**config.mk**
```make
export PLATFORM = sky130hd
export DESIGN_NAME = sram_ctrl
export DESIGN_NICKNAME = d
export VERILOG_FILES = /design/src/common/sram_ctrl_pkg.sv /design/src/core/sram_pin_sync.sv /design/src/core/sram_ctrl.sv
export SDC_FILE = /design/constraint.sdc
export NUM_CORES = 1
export LEC_CHECK = 0
export BUFFER_PORTS_ARGS = -buffer_cell sky130_fd_sc_hd__buf_4
export CORE_MARGIN = 8
export CORE_UTILIZATION = 50
export CTS_CLUSTER_SIZE = 16
export DETAILED_ROUTE_END_ITERATION = 12
export PLACE_DENSITY = 0.84
export SLEW_MARGIN = 20
export SYNTH_ARGS = -nofsm -noshare
export SYNTH_HDL_FRONTEND = slang
export SYNTH_SLANG_ARGS = --single-unit
```
**constraint.sdc**
```tcl
create_clock -name CLK -period 3.17 [get_ports CLK]
set_clock_uncertainty 0.2 [all_clocks]
set_input_delay 0.317 -clock CLK [delete_from_list [all_inputs] [get_ports CLK]]
set_output_delay 0.317 -clock CLK [all_outputs]
set_load 0.02 [all_outputs]
```
**src/common/sram_ctrl_pkg.sv**
```systemverilog
// Constants shared by the asynchronous static memory controller.
// Assumes a 20 MHz system clock and a 128K x 8 asynchronous memory outside.
// Function
// - Controller holds write data stable across the edge that ends the write.
// - Controller holds the write strobe high throughout every read cycle.
// - Address-controlled read keeps device selected, output strobe low, new data per address; not used here, address held steady while selected.
// - Select-controlled read presents valid address before or with select activation.
// - Controller never drives data lines while the memory drives them.
// - Controller drives each chip select to a defined logic level always.
package sram_ctrl_pkg;
  localparam int ADDR_W = 17;
  localparam int DATA_W = 8;
  localparam int CLK_PERIOD_NS = 50;
  // Read cycle, write pulse and data setup in ns
  localparam int READ_CYCLE_NS = 45;
  localparam int WRITE_PULSE_NS = 35;
  localparam int DATA_SETUP_NS = 25;
  localparam int READ_CYC = (READ_CYCLE_NS + CLK_PERIOD_NS - 1) / CLK_PERIOD_NS + 1;
  localparam int WRITE_CYC = (WRITE_PULSE_NS + CLK_PERIOD_NS - 1) / CLK_PERIOD_NS;
  localparam int CNT_W = 4;
  localparam logic [CNT_W-1:0] READ_CNT = CNT_W'(READ_CYC);
  localparam logic [CNT_W-1:0] WRITE_CNT = CNT_W'(WRITE_CYC);
  localparam logic [DATA_W-1:0] DATA_RST = 8'h00;
  localparam logic [ADDR_W-1:0] ADDR_RST = 17'h00000;
endpackage

```
**src/core/sram_pin_sync.sv**
```systemverilog
// Two-flip-flop synchroniser for the memory data pins.
// Assumes the pins are asynchronous to CLK.
`timescale 1ns/1ps
module sram_pin_sync #(
  parameter int W = 8
) (
  input wire logic CLK,
  input wire logic RST_B,
  input wire logic [W-1:0] raw,
  output logic [W-1:0] synced
);
  logic [W-1:0] meta_q;
  logic [W-1:0] meta_d;
  logic [W-1:0] sync_q;
  logic [W-1:0] sync_d;

  always_comb begin
    meta_d = raw;
    sync_d = meta_q;
  end

  always_ff @(posedge CLK or negedge RST_B) begin
    if (!RST_B) begin
      meta_q <= '0;
      sync_q <= '0;
    end else begin
      meta_q <= meta_d;
      sync_q <= sync_d;
    end
  end

  assign synced = sync_q;
endmodule // sram_pin_sync

```
**src/core/sram_ctrl.sv**
```systemverilog
// Host controller that drives a 128K x 8 asynchronous static memory by its pins.
// Assumes one request at a time on a valid/ready port and a memory obeying its truth table.
`timescale 1ns/1ps
module sram_ctrl
  import sram_ctrl_pkg::*;
(
  input wire logic CLK,
  input wire logic RST_B,
  input wire logic REQ_VALID,
  input wire logic REQ_WRITE,
  input wire logic [ADDR_W-1:0] REQ_ADDR,
  input wire logic [DATA_W-1:0] REQ_WDATA,
  output logic REQ_READY,
  output logic RD_VALID,
  output logic [DATA_W-1:0] RD_DATA,
  output logic [ADDR_W-1:0] MEM_ADDRESS_BIT,
  output logic MEM_SELECT_LOW_ACTIVE_B,
  output logic MEM_SELECT_HIGH_ACTIVE,
  output logic MEM_WRITE_B,
  output logic MEM_OUTPUT_B,
  input wire logic [DATA_W-1:0] MEM_DATA_PORT_BIT_I,
  output logic [DATA_W-1:0] MEM_DATA_PORT_BIT_O,
  output logic MEM_DATA_PORT_BIT_OE
);
  typedef enum logic [2:0] {
    IDLE,
    RD_SETUP,
    RD_WAIT,
    RD_DONE,
    WR_SETUP,
    WR_PULSE,
    WR_HOLD
  } st_t;

  st_t st_q, st_d;
  logic [CNT_W-1:0] cnt_q, cnt_d;
  logic [ADDR_W-1:0] addr_q, addr_d;
  logic [DATA_W-1:0] wdat_q, wdat_d;
  logic [DATA_W-1:0] rdat_q, rdat_d;
  logic sel_b_q, sel_b_d;
  logic sel_h_q, sel_h_d;
  logic we_b_q, we_b_d;
  logic oe_b_q, oe_b_d;
  logic doe_q, doe_d;
  logic rdy_q, rdy_d;
  logic rv_q, rv_d;
  logic [DATA_W-1:0] din_s;

  sram_pin_sync #(.W(DATA_W)) u_sync (
    .CLK(CLK),
    .RST_B(RST_B),
    .raw(MEM_DATA_PORT_BIT_I),
    .synced(din_s)
  );

  always_comb begin
    st_d = st_q;
    cnt_d = cnt_q;
    addr_d = addr_q;
    wdat_d = wdat_q;
    rdat_d = rdat_q;
    sel_b_d = 1'b1;
    sel_h_d = 1'b0;
    we_b_d = 1'b1;
    oe_b_d = 1'b1;
    doe_d = 1'b0;
    rdy_d = 1'b0;
    rv_d = 1'b0;
    unique case (st_q)
      IDLE: begin
        rdy_d = 1'b1;
        if (REQ_VALID && rdy_q) begin
          rdy_d = 1'b0;
          // Address is latched and driven one cycle ahead of select
          addr_d = REQ_ADDR;
          wdat_d = REQ_WDATA;
          st_d = REQ_WRITE ? WR_SETUP : RD_SETUP;
        end
      end
      RD_SETUP: begin
        sel_b_d = 1'b0;
        sel_h_d = 1'b1;
        oe_b_d = 1'b0;
        cnt_d = READ_CNT;
        st_d = RD_WAIT;
      end
      RD_WAIT: begin
        sel_b_d = 1'b0;
        sel_h_d = 1'b1;
        oe_b_d = 1'b0;
        cnt_d = cnt_q - 4'h1;
        if (cnt_q == 4'h1) begin
          st_d = RD_DONE;
        end
      end
      RD_DONE: begin
        // Synchronised pins now show the byte read
        rdat_d = din_s;
        rv_d = 1'b1;
        st_d = IDLE;
      end
      WR_SETUP: begin
        sel_b_d = 1'b0;
        sel_h_d = 1'b1;
        we_b_d = 1'b0;
        doe_d = 1'b1;
        cnt_d = WRITE_CNT;
        st_d = WR_PULSE;
      end
      WR_PULSE: begin
        sel_b_d = 1'b0;
        sel_h_d = 1'b1;
        we_b_d = 1'b0;
        doe_d = 1'b1;
        cnt_d = cnt_q - 4'h1;
        if (cnt_q == 4'h1) begin
          // Write strobe rises first and ends the write; select stays
          we_b_d = 1'b1;
          st_d = WR_HOLD;
        end
      end
      WR_HOLD: begin
        // Data held one cycle past the terminating strobe edge
        doe_d = 1'b0;
        st_d = IDLE;
      end
      default: st_d = IDLE;
    endcase
  end

  always_ff @(posedge CLK or negedge RST_B) begin
    if (!RST_B) begin
      st_q <= IDLE;
      cnt_q <= '0;
      addr_q <= ADDR_RST;
      wdat_q <= DATA_RST;
      rdat_q <= DATA_RST;
      sel_b_q <= 1'b1;
      sel_h_q <= 1'b0;
      we_b_q <= 1'b1;
      oe_b_q <= 1'b1;
      doe_q <= 1'b0;
      rdy_q <= 1'b0;
      rv_q <= 1'b0;
    end else begin
      st_q <= st_d;
      cnt_q <= cnt_d;
      addr_q <= addr_d;
      wdat_q <= wdat_d;
      rdat_q <= rdat_d;
      sel_b_q <= sel_b_d;
      sel_h_q <= sel_h_d;
      we_b_q <= we_b_d;
      oe_b_q <= oe_b_d;
      doe_q <= doe_d;
      rdy_q <= rdy_d;
      rv_q <= rv_d;
    end
  end

  assign REQ_READY = rdy_q;
  assign RD_VALID = rv_q;
  assign RD_DATA = rdat_q;
  assign MEM_ADDRESS_BIT = addr_q;
  assign MEM_SELECT_LOW_ACTIVE_B = sel_b_q;
  assign MEM_SELECT_HIGH_ACTIVE = sel_h_q;
  assign MEM_WRITE_B = we_b_q;
  assign MEM_OUTPUT_B = oe_b_q;
  assign MEM_DATA_PORT_BIT_O = wdat_q;
  assign MEM_DATA_PORT_BIT_OE = doe_q;

  // Pin protocol checks on the registered memory controls
  chk_read_we_high: assert property (@(posedge CLK) disable iff (!RST_B)
    !oe_b_q |-> we_b_q)
    else $error("write strobe low during read");
  chk_no_contention: assert property (@(posedge CLK) disable iff (!RST_B)
    !oe_b_q |-> !doe_q)
    else $error("data driven while output strobe low");
  chk_select_defined: assert property (@(posedge CLK) disable iff (!RST_B)
    sel_b_q == !sel_h_q)
    else $error("selects disagree");
  chk_addr_before_sel: assert property (@(posedge CLK) disable iff (!RST_B)
    $fell(sel_b_q) |-> $stable(addr_q))
    else $error("address moved with select");
  chk_write_data_hold: assert property (@(posedge CLK) disable iff (!RST_B)
    $rose(we_b_q) |-> doe_q && $stable(wdat_q) && !sel_b_q)
    else $error("data not held");
  chk_write_width: assert property (@(posedge CLK) disable iff (!RST_B)
    $fell(we_b_q) |-> !we_b_q [*1] ##1 we_b_q)
    else $error("write pulse width wrong");
  chk_write_sel: assert property (@(posedge CLK) disable iff (!RST_B)
    !we_b_q |-> !sel_b_q && sel_h_q && doe_q)
    else $error("write without select");
  chk_read_len: assert property (@(posedge CLK) disable iff (!RST_B)
    $fell(oe_b_q) |-> !oe_b_q [*3] ##1 oe_b_q)
    else $error("read length wrong");
  chk_read_sel_held: assert property (@(posedge CLK) disable iff (!RST_B)
    !oe_b_q |-> !sel_b_q && sel_h_q)
    else $error("select dropped during read");
  chk_write_release: assert property (@(posedge CLK) disable iff (!RST_B)
    $rose(we_b_q) |=> sel_b_q && !doe_q)
    else $error("select or data not released after write");
  chk_drive_after_read: assert property (@(posedge CLK) disable iff (!RST_B)
    $rose(doe_q) |-> oe_b_q && $past(oe_b_q))
    else $error("data driven next to output strobe");
  chk_addr_steady: assert property (@(posedge CLK) disable iff (!RST_B)
    !sel_b_q |-> $stable(addr_q))
    else $error("address moved while selected");
  chk_idle_pins: assert property (@(posedge CLK) disable iff (!RST_B)
    rdy_q |-> sel_b_q && !sel_h_q && we_b_q && oe_b_q && !doe_q)
    else $error("pins not idle while ready");
  chk_read_we_idle: assert property (@(posedge CLK) disable iff (!RST_B)
    $fell(oe_b_q) |-> we_b_q && $past(we_b_q))
    else $error("read started next to write strobe");
  chk_read_capture: assert property (@(posedge CLK) disable iff (!RST_B)
    $rose(oe_b_q) |-> rv_q && sel_b_q)
    else $error("read ended without capture");

  cov_read: cover property (@(posedge CLK) disable iff (!RST_B) rv_q);
  cov_write: cover property (@(posedge CLK) disable iff (!RST_B) $rose(we_b_q));
  cov_b2b: cover property (@(posedge CLK) disable iff (!RST_B) rv_q ##3 $fell(we_b_q));
  cov_read_pair: cover property (@(posedge CLK) disable iff (!RST_B) rv_q ##6 rv_q);
endmodule // sram_ctrl

```
==> results <==
- The count of maximum capacitance violations is 0.
- dfrtp_1 takes more of the synthesized area than any other cell.
- Ranked by instance count, the synthesized netlist is headed by dfrtp_1 (60), mux2_2 (33), nand2_1 (10).
- The number of search-and-repair iterations in the first detailed-routing pass is 4.
- The headroom to the max-slew limit is 49.6%.
- Once routing completed, OpenROAD measured the worst setup slack at 1.24 ns.
- The worst-case clock buffer depth is 2.
- The count of standard-cell rows is 25.
- Compared with the post-synthesis result, the final layout area differs by 39.3%.
- Counting tap cells, the placed design contains a total of 285 instances.
- Sequential elements use 67.8% of the synthesized area.
- The actual slew at the worst max-slew pin is 0.756 ns.
- Buffers placed on the I/O ports in this run total 76.
- Prior to clock tree synthesis, the placed netlist has a worst setup slack of 1.29 ns.
- In the final routed layout, each cell accounts on average for 16.4 um.
- The total of flip-flops plus latches after synthesis is 63.
- The via count of the first global-routing pass is 1,627.
- The number of setup violations in the final report is 0.
- The clock transition time at the flip-flop clock pins of the worst setup and hold paths is 0.07 ns.
- The sort of element at the end of the critical path is a flip-flop.
- The initial antenna violation count was 0.
- The number of remaining DRC errors is 0.
- The tree built by TritonCTS fans out to 63 sinks.
- After the flow finishes, the layout carries non-filler instances totaling 311.
- The final period utilization is 60.8%.
- The class of the tightest hold or removal check is in -> reg.
- The TritonCTS clock tree is built.
- The maximum number of pins on one net before global-route repair is 64.
- The number of synthesized flops with an enable pin is 0.
- The die covers 0.00711 sq mm.
- The worst hold path was traced through 2 stages.
- Synthesis produced a netlist with a net count of 198.
- The I/O pin total is 77.
- STA classifies the critical path startpoint as a flip-flop.
- In this run the mean area of a mapped cell was 14.7 sq um.
- The via count is 1,561.
- The fraction of synthesized cell area taken by the top area cell type is 64.4%.
- Derived from the worst setup path, the maximum achievable clock frequency is 519 MHz.
- The required time of the critical path is 3.20 ns.
- In this run the worst setup path begins at st_q[1].
- The placeable core area is 0.00460 sq mm.
- The overall overflow remaining after global route is 0.
- The cell sitting at the root of the clock tree is a clkbuf_8.
- Once detail routing completed, the nets flagged for antenna violations numbered 0.
- The first global-routing pass estimated 8.15 mm of wire.
- The run finished with clean final reports.
- The worst hold path begins at REQ_WDATA[4].
- The most frequently used cell type in the post-synthesis netlist is dfrtp_1.
- The later pin in the worst-skew pair is clocked with a latency of 0.32 ns.
- The reg-to-reg critical path endpoint is cnt_q[1].
- After detailed routing, the number of vias per cell comes to 5.02.
- The Yosys step of the flow raised 0 warnings.
- The areal power density over the cells is 1070 mW/mm^2.
- In this run the vertical extent of the chip is 84.3 um.
- Data arrives at the worst endpoint at 1.96 ns.
- Setup repair after global routing left no endpoint under its margin.
- The minimum clock period is 1.93 ns.
- After synthesis, the cell types taking the most area are dfrtp_1 (64%), mux2_2 (16%), dfstp_2 (3.4%), nand2_1 (1.6%), buf_6 (1.4%).
- The routability congestion estimate from global placement is 0.849.
- The overall global routing resource usage is 14.6%.
- The post-route netlist has 50.6% of its cells at a drive strength greater than 1.
- Once the clock tree was built, the resizer swapped 0 gates to a different size.
- Counting distinct cell types in the post-synthesis netlist gives 30.
- The analysis attributes to cell leakage a power of 0.00154 uW.
- The number of cells produced by synthesis is 159.
- The HPWL reported at the end of detailed placement is 3.60 mm.
- The number of antenna diodes in the final layout is 0.
- The width of the chip is 84.3 um.
- The first routing iteration left 66 violations.
- The setup TNS is 0 ns.
- The effective utilization at floorplan is 50.7%.
- The proportion of synthesized flip-flops having asynchronous set or reset is 100%.
- The layout has 328 filler cells.
- The number of endpoints with negative hold slack in the final report is 0.
- The post-route core utilization is 70.7%.
- The capture point of the worst path is cnt_q[1].
- The H-tree depth reported by CTS is 3.
- The largest fanout on the critical path is 11.
- For this block, the routed nets add up to 5.10 mm of wire.
- The net count of the finished layout is 291.
- The worst reg-to-reg path cell count is 4.
- In this run the cell area of the synthesized design comes to 0.00233 sq mm.
- The critical register-to-register path startpoint is st_q[1].
- The number of CTS-inserted buffers is 9.
- In this run the register-to-register setup slack is 1.24 ns.
- The critical path is of the reg -> reg type.
- IR analysis of the VDD net gives a maximum drop of 0.558 mV.
- In the synthesized netlist the dominant register cell turns out to be dfrtp_1.
- The number of max-slew violations in the final report is 0.
-- power breakdown --
group          total [uW]  internal (uW)  leakage (uW)  switching [uW]
Sequential           1350           1120      0.000749             221
Combinational        1410            676      0.000695             729
Clock                 727            427      0.000101             299
Total                3480           2230       0.00154            1250
-- metrics by stage --
step	hold slack, ns	cell area [sq um]	total power (uW)
floorplan	-0.179	2330	2180
global placement	0.133	2930	2710
detailed placement	0.137	2930	2760
CTS	0.00400	3250	3510
global route	0.00299	3250	3670
finish	0.0171	3250	3480
-- cells in the final DEF, fill, tap and decap left out --
cell type / count
nand2b_1: 2
nand3_1: 3
nor4_1: 1
nor2_1: 6
bufinv_16: 1
o31ai_1: 1
mux2_2: 33
ha_1: 2
o221ai_1: 1
clkinvlp_4: 3
nor3b_1: 1
nor2b_1: 1
a32oi_1: 1
a21oi_1: 5
nor4_4: 1
dfrtp_1: 60
nand2_1: 10
nor3_1: 2
a2bb2oi_1: 1
xnor2_1: 1
mux2_1: 1
xor2_1: 1
a41oi_1: 1
clkinv_1: 1
a22oi_1: 1
and3_1: 1
buf_4: 77
dlygate4sd3_1: 10
inv_1: 7
clkbuf_8: 12
dfstp_2: 3
o21ai_0: 6
-- layout make-up --
class                           instances  area [sq um]  share of cell area (%)
Sequential cell                        63          1580                    48.6
Inverter                                8          30.0                   0.924
Clock buffer                           12           165                    5.08
Tap cell                               54          67.6                    2.08
Clock inverter                          4          52.6                    1.62
Multi-Input combinational cell         83           676                    20.8
Timing Repair Buffer                   87           678                    20.9
-- worst max-delay path: stages (launching register included) --
cell and delay [ns]:
dfrtp_1 0.61, clkinv_1 0.34, nor3_1 0.38, a21oi_1 0.10, o21ai_0 0.20
-- worst min-delay path by stage --
stage                        endpoint  slack [ns]
2_1_floorplan      MEM_ADDRESS_BIT[0]       -0.18
3_3_place_gp         u_sync.synced[3]        0.13
3_5_place_dp         u_sync.synced[5]        0.14
4_1_cts        MEM_DATA_PORT_BIT_O[7]       0.004
5_1_grt        MEM_DATA_PORT_BIT_O[1]       0.003
6_report       MEM_DATA_PORT_BIT_O[4]        0.02
-- what timing repair did --
| item | CTS | global route |
|---|---|---|
| hold buffers | 10 | 0 |
| buffers inserted | 0 | 0 |
| hold endpoints to repair | 69 | 0 |
-- state kept, by name, summed over array words and instances, names as in the netlist, 3 cells and up --
signal	flops
st_q	3
MEM_DATA_PORT_BIT_O	8
cnt_q	4
RD_DATA	8
MEM_ADDRESS_BIT	17
u_sync.synced	8
u_sync.meta_q	8
-- logic make-up (layout without fill, tap and decap cells) --
| logic type | count (synthesis) | in the layout | share of synthesized area, % |
|---|---|---|---|
| DFF | 63 | 63 | 67.8 |
| xor gates and xnor gates | 2 | 2 | 0.751 |
| muxes | 34 | 34 | 16.4 |
| AOI/OAI and AO/OA | 17 | 17 | 4.51 |
| and+or+nand+nor | 28 | 28 | 6.22 |
| adders and majority gates | 2 | 2 | 1.07 |
| buffers and inverters | 13 | 111 | 3.27 |
-- metal layers --
metal  part of all wire, %  track usage [%]
met5                     0                0
met4                   1.7             7.69
met3                   5.9             5.42
met2                    53             24.7
met1                    39             15.4
Note: power is estimated with default switching activity, not from simulation.
